**src/cmof_pkg.sv**
```systemverilog
`default_nettype none
package cmof_pkg;
    // ==========================================
    // Geometry
    localparam int unsigned NUM_OBJ = 16;
    localparam int unsigned OBJ_W   = 4;
    localparam int unsigned BYTE_W  = 8;
    localparam int unsigned ADDR_W  = 8;
    // ==========================================
    // Register offsets
    localparam logic [7:0] RX_READY_LOW        = 8'h04;
    localparam logic [7:0] RX_READY_HIGH       = 8'h05;
    localparam logic [7:0] RX_IRQ_MASK_LOW     = 8'h06;
    localparam logic [7:0] RX_IRQ_MASK_HIGH    = 8'h07;
    localparam logic [7:0] TX_REQUEST_SET_LOW  = 8'h08;
    localparam logic [7:0] TX_REQUEST_SET_HIGH = 8'h09;
    localparam logic [7:0] TX_CANCEL_LOW       = 8'h18;
    localparam logic [7:0] TX_CANCEL_HIGH      = 8'h19;
    localparam logic [7:0] REMOTE_PENDING_LOW  = 8'h1A;
    localparam logic [7:0] REMOTE_PENDING_HIGH = 8'h1B;
    // ==========================================
    // Reset and fixed read values
    localparam logic [15:0] FLAGS_RESET = 16'h0000;
    localparam logic [7:0]  READ_NONE   = 8'h00;
    // ==========================================
    // Transmit scheduler states
    typedef enum logic [0:0] {
        TX_IDLE = 1'b0,
        TX_BUSY = 1'b1
    } cmof_txstate_type;
endpackage
`default_nettype wire

```
**src/cmof_flags.sv**
```systemverilog
// Contract
// - Received message sets object's ready flag
// - Host writes zero to clear ready
// - Ready set with mask raises interrupt
// - Mask zero gives no interrupt
// - Global enable off suppresses all interrupts
// - Global enable one allows interrupts
// - Pending request starts object transmission
// - Completed transmission clears its request
// - Pending requests served highest object first
// - Host write one sets request
// - Cancel clears request unless transmitting
// - Cancel registers are write only
// - Unanswered remote frame sets pending flag
// - Sixteen bits, low byte objects 0-7
// - Reset clears all flag vectors
`default_nettype none
module cmof_flags #(
    parameter int unsigned NUM_OBJ = cmof_pkg::NUM_OBJ
) (
    input  wire logic        mclk,              // System clock
    input  wire logic        rst_n,             // Async reset
    input  wire logic [7:0]  regAddr,           // Host register address
    input  wire logic [7:0]  regWrData,         // Host write data
    input  wire logic        regWr,             // Host write strobe
    input  wire logic        regRd,             // Host read strobe
    output logic      [7:0]  regRdData,         // Host read data
    input  wire logic        rxIrqGlobalEnable, // Global receive irq enable
    input  wire logic        rxStore,           // Message stored pulse
    input  wire logic [3:0]  rxObj,             // Object of stored message
    input  wire logic        remoteRx,          // Remote frame received pulse
    input  wire logic [3:0]  remoteObj,         // Object of remote frame
    input  wire logic        txDone,            // Transmission completed pulse
    output logic             txStart,           // Start transmit pulse
    output logic      [3:0]  txObj,             // Object being sent
    output logic             txBusy,            // Transmission in progress
    output logic             rxIrq,             // Receive interrupt pulse
    output logic [NUM_OBJ-1:0] txPending        // Request vector view
);
    // ==========================================
    // Host access decode
    logic wrRdyLo;
    logic wrRdyHi;
    logic wrMskLo;
    logic wrMskHi;
    logic wrSetLo;
    logic wrSetHi;
    logic wrCanLo;
    logic wrCanHi;
    logic [15:0] wrWide;

    always_comb begin
        wrRdyLo = regWr && (regAddr == cmof_pkg::RX_READY_LOW);
        wrRdyHi = regWr && (regAddr == cmof_pkg::RX_READY_HIGH);
        wrMskLo = regWr && (regAddr == cmof_pkg::RX_IRQ_MASK_LOW);
        wrMskHi = regWr && (regAddr == cmof_pkg::RX_IRQ_MASK_HIGH);
        wrSetLo = regWr && (regAddr == cmof_pkg::TX_REQUEST_SET_LOW);
        wrSetHi = regWr && (regAddr == cmof_pkg::TX_REQUEST_SET_HIGH);
        wrCanLo = regWr && (regAddr == cmof_pkg::TX_CANCEL_LOW);
        wrCanHi = regWr && (regAddr == cmof_pkg::TX_CANCEL_HIGH);
        wrWide  = {regWrData, regWrData};
    end

    // ==========================================
    // Receive ready flags and masks
    logic [15:0] rxReady_ff;
    logic [15:0] nxt_rxReady;
    logic [15:0] rxMask_ff;
    logic [15:0] nxt_rxMask;
    logic [15:0] rdyKeep;
    logic [15:0] rxSetVec;
    logic        rxIrq_ff;
    logic        nxt_rxIrq;

    always_comb begin
        // Low byte holds objects 0-7, high byte 8-15
        rdyKeep = 16'hFFFF;
        if (wrRdyLo) begin
            rdyKeep[7:0] = regWrData;
        end
        if (wrRdyHi) begin
            rdyKeep[15:8] = regWrData;
        end
        rxSetVec = '0;
        if (rxStore) begin
            rxSetVec[rxObj] = 1'b1;
        end
        // Set wins so a message landing during a clear is kept
        nxt_rxReady = (rxReady_ff & rdyKeep) | rxSetVec;
        nxt_rxMask = rxMask_ff;
        if (wrMskLo) begin
            nxt_rxMask[7:0] = regWrData;
        end
        if (wrMskHi) begin
            nxt_rxMask[15:8] = regWrData;
        end
        nxt_rxIrq = rxStore && rxMask_ff[rxObj]
                    && rxIrqGlobalEnable;
    end

    always_ff @(posedge mclk or negedge rst_n) begin
        if (!rst_n) begin
            rxReady_ff <= cmof_pkg::FLAGS_RESET;
            rxMask_ff  <= cmof_pkg::FLAGS_RESET;
            rxIrq_ff   <= 1'b0;
        end else begin
            rxReady_ff <= nxt_rxReady;
            rxMask_ff  <= nxt_rxMask;
            rxIrq_ff   <= nxt_rxIrq;
        end
    end

    // ==========================================
    // Transmit requests and scheduler
    cmof_pkg::cmof_txstate_type txState_ff;
    cmof_pkg::cmof_txstate_type nxt_txState;
    logic [15:0] txReq_ff;
    logic [15:0] nxt_txReq;
    logic [3:0]  txObj_ff;
    logic [3:0]  nxt_txObj;
    logic        txStart_ff;
    logic        nxt_txStart;
    logic [15:0] txSetVec;
    logic [15:0] txCanVec;
    logic [15:0] txDoneVec;
    logic [3:0]  pick;

    always_comb begin
        pick = '0;
        // Ascending scan, so the highest pending object wins
        for (int i = 0; i < 16; i++) begin
            if (txReq_ff[i]) begin
                pick = 4'(i);
            end
        end
    end

    always_comb begin
        txSetVec = '0;
        txCanVec = '0;
        txDoneVec = '0;
        if (wrSetLo) begin
            txSetVec[7:0] = regWrData;
        end
        if (wrSetHi) begin
            txSetVec[15:8] = regWrData;
        end
        if (wrCanLo) begin
            txCanVec[7:0] = wrWide[7:0];
        end
        if (wrCanHi) begin
            txCanVec[15:8] = wrWide[15:8];
        end
        if (txState_ff == cmof_pkg::TX_BUSY) begin
            txCanVec[txObj_ff] = 1'b0;
            if (txDone) begin
                txDoneVec[txObj_ff] = 1'b1;
            end
        end
        // Set wins: a host set overrides a cancel or a completion on the same bit
        nxt_txReq = (txReq_ff & ~txCanVec & ~txDoneVec)
                    | txSetVec;
        nxt_txState = txState_ff;
        nxt_txObj   = txObj_ff;
        nxt_txStart = 1'b0;
        unique case (txState_ff)
            cmof_pkg::TX_IDLE: begin
                if (|txReq_ff) begin
                    nxt_txState = cmof_pkg::TX_BUSY;
                    nxt_txObj   = pick;
                    nxt_txStart = 1'b1;
                end
            end
            cmof_pkg::TX_BUSY: begin
                if (txDone) begin
                    nxt_txState = cmof_pkg::TX_IDLE;
                end
            end
        endcase
    end

    always_ff @(posedge mclk or negedge rst_n) begin
        if (!rst_n) begin
            txState_ff <= cmof_pkg::TX_IDLE;
            txReq_ff   <= cmof_pkg::FLAGS_RESET;
            txObj_ff   <= '0;
            txStart_ff <= 1'b0;
        end else begin
            txState_ff <= nxt_txState;
            txReq_ff   <= nxt_txReq;
            txObj_ff   <= nxt_txObj;
            txStart_ff <= nxt_txStart;
        end
    end

    // ==========================================
    // Remote request pending flags
    logic [15:0] rmtPend_ff;
    logic [15:0] nxt_rmtPend;

    always_comb begin
        // An answer completing frees the flag; a new remote frame wins
        nxt_rmtPend = rmtPend_ff & ~txDoneVec;
        if (remoteRx) begin
            nxt_rmtPend[remoteObj] = 1'b1;
        end
    end

    always_ff @(posedge mclk or negedge rst_n) begin
        if (!rst_n) begin
            rmtPend_ff <= cmof_pkg::FLAGS_RESET;
        end else begin
            rmtPend_ff <= nxt_rmtPend;
        end
    end

    // ==========================================
    // Read path
    logic [7:0] rdData_ff;
    logic [7:0] nxt_rdData;

    always_comb begin
        nxt_rdData = rdData_ff;
        if (regRd) begin
            unique case (regAddr)
                cmof_pkg::RX_READY_LOW:        nxt_rdData = rxReady_ff[7:0];
                cmof_pkg::RX_READY_HIGH:       nxt_rdData = rxReady_ff[15:8];
                cmof_pkg::RX_IRQ_MASK_LOW:     nxt_rdData = rxMask_ff[7:0];
                cmof_pkg::RX_IRQ_MASK_HIGH:    nxt_rdData = rxMask_ff[15:8];
                cmof_pkg::TX_REQUEST_SET_LOW:  nxt_rdData = txReq_ff[7:0];
                cmof_pkg::TX_REQUEST_SET_HIGH: nxt_rdData = txReq_ff[15:8];
                cmof_pkg::REMOTE_PENDING_LOW:  nxt_rdData = rmtPend_ff[7:0];
                cmof_pkg::REMOTE_PENDING_HIGH: nxt_rdData = rmtPend_ff[15:8];
                // Cancel registers and unmapped offsets read as zero
                default:                       nxt_rdData = cmof_pkg::READ_NONE;
            endcase
        end
    end

    always_ff @(posedge mclk or negedge rst_n) begin
        if (!rst_n) begin
            rdData_ff <= cmof_pkg::READ_NONE;
        end else begin
            rdData_ff <= nxt_rdData;
        end
    end

    assign regRdData = rdData_ff;
    assign txStart   = txStart_ff;
    assign txObj     = txObj_ff;
    assign txBusy    = txState_ff;
    assign rxIrq     = rxIrq_ff;
    assign txPending = txReq_ff;
endmodule
`default_nettype wire

```
**config.mk**
```make
export PLATFORM = sky130hd
export DESIGN_NAME = cmof_flags
export DESIGN_NICKNAME = d
export VERILOG_FILES = /design/src/cmof_pkg.sv /design/src/cmof_flags.sv
export SDC_FILE = /design/constraint.sdc
export NUM_CORES = 1
export LEC_CHECK = 0
export BUFFER_PORTS_ARGS = -buffer_cell sky130_fd_sc_hd__clkbuf_2
export CORE_ASPECT_RATIO = 1.1
export CORE_MARGIN = 2
export CORE_UTILIZATION = 52
export DETAILED_ROUTE_END_ITERATION = 7
export PLACE_DENSITY = 0.75
export SYNTH_ARGS = -nofsm -noshare
export SYNTH_HDL_FRONTEND = slang
export SYNTH_SLANG_ARGS = --single-unit
```
**constraint.sdc**
```tcl
create_clock -name mclk -period 1.6 [get_ports mclk]
set_input_delay 0.08 -clock mclk [delete_from_list [all_inputs] [get_ports mclk]]
set_output_delay 0.08 -clock mclk [all_outputs]
set_load 0.02 [all_outputs]
```
### Word-level counts from Yosys, hierarchy flattened

Index checks and enable logic that the tools add are counted.

| storage, ports and cells | value |
|---|---|
| memory bits (writable) | 0 |
| output and inout bits | 31 |
| bits in read-only memories | 0 |
| memories | 0 |
| word-level logic and storage cells | 92 |
| input bits | 32 |
| flip-flop bits (word level) | 79 |
| bits in latches | 0 |

| cells by class | value |
|---|---|
| bitwise gates (word level) | 12 |
| add/sub/neg operators | 0 |
| muxes and demuxes | 39 |
| $lt $le $gt $ge | 6 |
| shifts and indexed selects | 0 |
| div/mod/pow operators | 0 |
| reductions and logical operators | 15 |
| eq/ne operators | 10 |
| multipliers | 0 |

Operator list:

| cell | count |
|---|---|
| bitwise AND 16 bit | 5 |
| two-way mux 16 bit | 5 |
| case mux 8 bit (8 select lines) | 1 |
| two-way mux 4 bit | 14 |
| two-way mux 8 bit | 6 |
| inverter 16 bit | 3 |
| bitwise OR 16 bit | 3 |
| equality test 8 x 3 -> 1 bit (second input constant) | 4 |
| equality test 8 x 5 -> 1 bit (second input constant) | 4 |
| equality test 8 x 4 -> 1 bit (second input constant) | 2 |
| OR reduction 16 bit | 1 |
| less-than comparator 4 x 5 -> 1 bit (second input constant) | 3 |
| logical AND 1 bit | 13 |
| demux 1 bit (select 4 bit) | 3 |
| >= comparator 4 x 1 -> 1 bit (second input constant) | 3 |
| two-way mux 1 bit | 8 |
| binary-select mux 1 bit (select 4 bit) | 1 |
| case mux 1 bit (2 select lines) | 1 |
| AND reduction 2 bit | 1 |
| inverter 1 bit | 1 |

### Logic depth before layout (Yosys ltp)

| logic depth | value |
|---|---|
| word-level depth | 15 |
| mapped depth | 8 |
| depth with buffers taken out | 5 |

### Worst setup path after synthesis

No wires, ideal clock.

| timing path | value |
|---|---|
| kind | register to register |
| start | register txReq_ff[7] (netlist: txPending[7]) |
| end | register txObj_ff[0] (netlist: txObj[0]) |
| cell stages (with the launch flop) | 5 |
| path buffers | 0 |
| period minus slack after synthesis | 1651 ps |
| path slack | -51 ps |
| data arrival time | 1529 ps |
| data required time | 1479 ps |
| library setup time | 121 ps |
| cell sequence | dfrtp_1 -> or4_1 -> nor2_1 -> a21oi_1 -> o22a_1 |

| between the ends | value |
|---|---|
| longest elaborated chain between the ends | 9 |
| elaborated cells on any way between the ends | 11 |
| classes of those cells | 9 x mux; 2 x reduce/logical |

Ends and longest elaborated chain:

| element | line | source |
|---|---|---|
| from (decl) | cmof_flags.sv:117 | `logic [15:0] txReq_ff;` |
| from (signal assigned) | cmof_flags.sv:185 | `txReq_ff <= cmof_pkg::FLAGS_RESET;` |
| from (signal assigned) | cmof_flags.sv:190 | `txReq_ff <= nxt_txReq;` |
| two-way mux 4 bit (9 in series) | cmof_flags.sv:132 | `if (txReq_ff[i]) begin` |
| to (signal assigned) | cmof_flags.sv:191 | `txObj_ff <= nxt_txObj;` |
| to (decl) | cmof_flags.sv:119 | `logic [3:0] txObj_ff;` |

Several ways; a longest one is shown, not always the timed one.
A chain may end at the register's enable or synchronous reset.

### Final worst setup path

| timing path | value |
|---|---|
| start | register rxMask_ff[3] |
| end | register rxIrq_ff (netlist: rxIrq) |

| between the ends | value |
|---|---|
| longest elaborated chain between the ends | 4 |

Ends and longest elaborated chain:

| element | line | source |
|---|---|---|
| from (decl) | cmof_flags.sv:68 | `logic [15:0] rxMask_ff;` |
| from (signal assigned) | cmof_flags.sv:104 | `rxMask_ff <= cmof_pkg::FLAGS_RESET;` |
| from (signal assigned) | cmof_flags.sv:108 | `rxMask_ff <= nxt_rxMask;` |
| binary-select mux 1 bit (select 4 bit) | cmof_flags.sv:97 | `nxt_rxIrq = rxStore && rxMask_ff[rxObj]` |
| two-way mux 1 bit (not written as such) | cmof_flags.sv:97 |  |
| logical AND 1 bit | cmof_flags.sv:97 |  |
| logical AND 1 bit | cmof_flags.sv:98 | `&& rxIrqGlobalEnable;` |
| net nxt_rxIrq | cmof_flags.sv:73 | `logic nxt_rxIrq;` |
| to (signal assigned) | cmof_flags.sv:109 | `rxIrq_ff <= nxt_rxIrq;` |
| to (decl) | cmof_flags.sv:72 | `logic rxIrq_ff;` |

The timed path passes the listed nets, and every way through them passes these cells. The select of a mux whose other input is x is not followed.

==> impl_metrics.json <==
{
  "setup_violations": 1,
  "clock_sinks": 79,
  "grt_usage": 0.2919,
  "min_period_ns": 1.627,
  "wl_microns": 12540,
  "die_area_sq_um": 8818,
  "num_vias": 3912,
  "n_antenna_cell": 0,
  "violations": "setup timing",
  "final_util": 0.6634,
  "worst_slew_pin_slew_ns": 0.5329,
  "crit_fanout": 2,
  "fin_nets": 562,
  "wl_per_cell_microns": 19.50,
  "synth-edff-count": 0,
  "finalCritPeriodShare": 1.017,
  "drive_gt1_frac": 0.3140,
  "required_ns": 1.87,
  "finalPower_mw": 6.117,
  "syn_area_sq_um": 4203,
  "yosysWarnings": 0,
  "fmax_ghz": 0.6145,
  "tns_ns": -0.02744,
  "antenna_left": 0,
  "placed_cells_incl_taps": 622,
  "clock_skew_ns": 0.01778,
  "drv_cap": 0,
  "grt_max_degree": 42,
  "pin_count": 63,
  "avgSynthCellArea_sq_um": 10.01,
  "powerDensity_nw_per_um2": 1172,
  "hold_violations": 0,
  "antenna_found_initial": 0,
  "max_slew_margin": 0.6447,
  "drt_iter0_markers": 443,
  "fp.coreArea_sq_um": 7870,
  "ys_seq_area_frac": 0.4704,
  "place_ws_ns": -0.1256,
  "portBuffers": 62,
  "drc": 0,
  "ys_ff_latch": 79,
  "end_kind": "flop",
  "critPathKind": "reg2reg",
  "cts-buffers-inserted": 9,
  "layout_setup_ws_ns": -0.02744,
  "viasPerCell": 6.084,
  "syn_nets": 452,
  "grt_pass1_wl_microns": 19890,
  "n_fill_cell": 649,
  "start_util": 0.5340,
  "synth_ff_type": "dfrtp_1",
  "clock_tree.buffer_depth": 2,
  "hpwl_microns": 9391,
  "dieWidth_microns": 89.72,
  "p_leak_nw": 2.411,
  "syn2layout_area_growth_pct": 24.23,
  "first_pass_iters": 5,
  "status": "finished with violations",
  "cts.clk_slew.worst_paths_ns": 0.10,
  "critPathArrivalTime_ns": 1.90,
  "dieHeight_microns": 98.29,
  "layoutNonFillerInstCount": 643,
  "grt_pass1_vias": 3788,
  "worst_ir_drop_vdd_mv": 0.6433,
  "cts_htree_levels": 3,
  "hold_class": "in2reg",
  "cts_tree": "done",
  "rows": 34,
  "grt.overflow.total": 0,
  "start_kind": "flop",
  "yosysUniqueCellTypes": 48,
  "cts_root_buf": "clkbuf_8",
  "finalMaxSlewViolations": 0,
  "gp_congestion": 0.9719,
  "syn_inst": 420,
  "synthArstFlopShare": 1.000,
  "rsz0062_at_grt": "yes",
  "clock_latency_ns": 0.37
}
## critical path, stage by stage, from the launching register on
cell     delay (ns)
dfrtp_1        0.41
mux4_2         0.48
mux4_2         0.47
and3_4         0.18
## report_power, final
group          switching [mW]  total, mW  internal (mW)
logic                    1.06       1.84          0.780
registers               0.339       2.74           2.40
clock network           0.802       1.54          0.736
total                    2.20       6.12           3.92
## final cells by class
class	count	area (sq um)	share of cell area
timing repair buffer	116	763.2	0.1462
clock buffer	9	123.9	0.02372
clock inverter	7	80.08	0.01534
inverter	13	48.80	0.009346
multi-input combinational	311	2091	0.4004
tap	108	135.1	0.02588
sequential	79	1979	0.3791
## path summary, 6_finish.rpt
kind | cells after the start | to | from | slack, ns
min | 2 | regRdData[6] | regRd | 0.02
min in group asynchronous | 2 | regRdData[6] | rst_n | 0.24
max | 3 | rxIrq | rxMask_ff[3] | -0.03
min reg2reg | 2 | rmtPend_ff[3] | rmtPend_ff[3] | 0.49
max reg2reg | 3 | rxIrq | rxMask_ff[3] | -0.03
max in group asynchronous | 3 | rmtPend_ff[1] | rst_n | 0.79
## metal layers
layer / GRT usage / routed length (microns)
met4: 0.1278 / 516
met2: 0.4505 / 5673
met5: 0 / 0
met3: 0.04707 / 972
met1: 0.4127 / 5379
## Yosys cell counts, drive strengths merged (3+ instances only)
| cell type | n | area share |
|---|---|---|
| o211ai | 15 | 0.027 |
| o31ai | 4 | 0.0071 |
| dfrtp | 79 | 0.47 |
| o22ai | 19 | 0.028 |
| a22oi | 7 | 0.013 |
| buf | 11 | 0.017 |
| nor3 | 3 | 0.0036 |
| mux4 | 9 | 0.051 |
| a32o | 5 | 0.012 |
| nand3 | 9 | 0.011 |
| a21oi | 3 | 0.0036 |
| o21ai | 61 | 0.073 |
| mux2 | 16 | 0.043 |
| nor4 | 4 | 0.0095 |
| clkbuf | 6 | 0.0054 |
| or2 | 5 | 0.0074 |
| and3 | 3 | 0.0045 |
| nand2b | 9 | 0.013 |
| nand3b | 6 | 0.011 |
| inv | 13 | 0.012 |
| nor2b | 6 | 0.0089 |
| nor2 | 16 | 0.017 |
| nand2 | 67 | 0.060 |
| mux2i | 24 | 0.057 |
## per-stage QoR
stage	area, sq um	hold slack [ns]
floorplan	4209	-0.2156
global placement	4969	0.09032
detailed placement	4969	0.1019
CTS	5202	0.008228
global route	5221	0.02655
finish	5221	0.01695
## cell usage in the layout, fill, tap and decap left out, drive strengths merged, types with 2 or more instances in the layout
cell type / Yosys / routed
mux2i: 24 / 24
or4: 2 / 2
o211ai: 15 / 15
dlygate4sd3: 0 / 3
nand3: 9 / 9
a21oi: 3 / 3
o31ai: 4 / 4
or3: 2 / 2
nand3b: 6 / 6
or2: 5 / 5
nor2b: 6 / 6
buf: 11 / 52
nor2: 16 / 16
clkinvlp: 0 / 2
nor3: 3 / 3
a211oi: 2 / 2
clkinv: 0 / 2
and3: 3 / 3
inv: 13 / 15
nand2: 67 / 67
mux4: 9 / 9
o21ai: 61 / 61
clkbuf: 6 / 70
a22oi: 7 / 7
o22ai: 19 / 19
nand2b: 9 / 9
a32o: 5 / 5
mux2: 16 / 16
dfrtp: 79 / 79
nor4: 4 / 4
## repair_timing
action	CTS	global route
pin swaps	1	1
setup endpoints to repair	2	5
setup buffers	0	2
gates resized for setup	4	1
endpoints found under the hold margin	40	0
hold buffers	3	0
## state kept, by name, summed over array words and instances (netlist names)
signal / count
rxIrq: 1
rxMask_ff: 16
txPending: 16
rmtPend_ff: 16
txBusy: 1
regRdData: 8
rxReady_ff: 16
txObj: 4
txStart: 1
## cells by family (layout without fill, tap and decap cells)
group / after synthesis / in the layout / share of synthesized area
flops: 79 / 79 / 0.4704
compound gates: 123 / 123 / 0.1801
xor+xnor: 1 / 1 / 0.002084
buf+inv: 30 / 145 / 0.03394
mux: 49 / 49 / 0.1509
simple gates: 138 / 138 / 0.1625
Note: power is estimated with default switching activity, not from simulation.
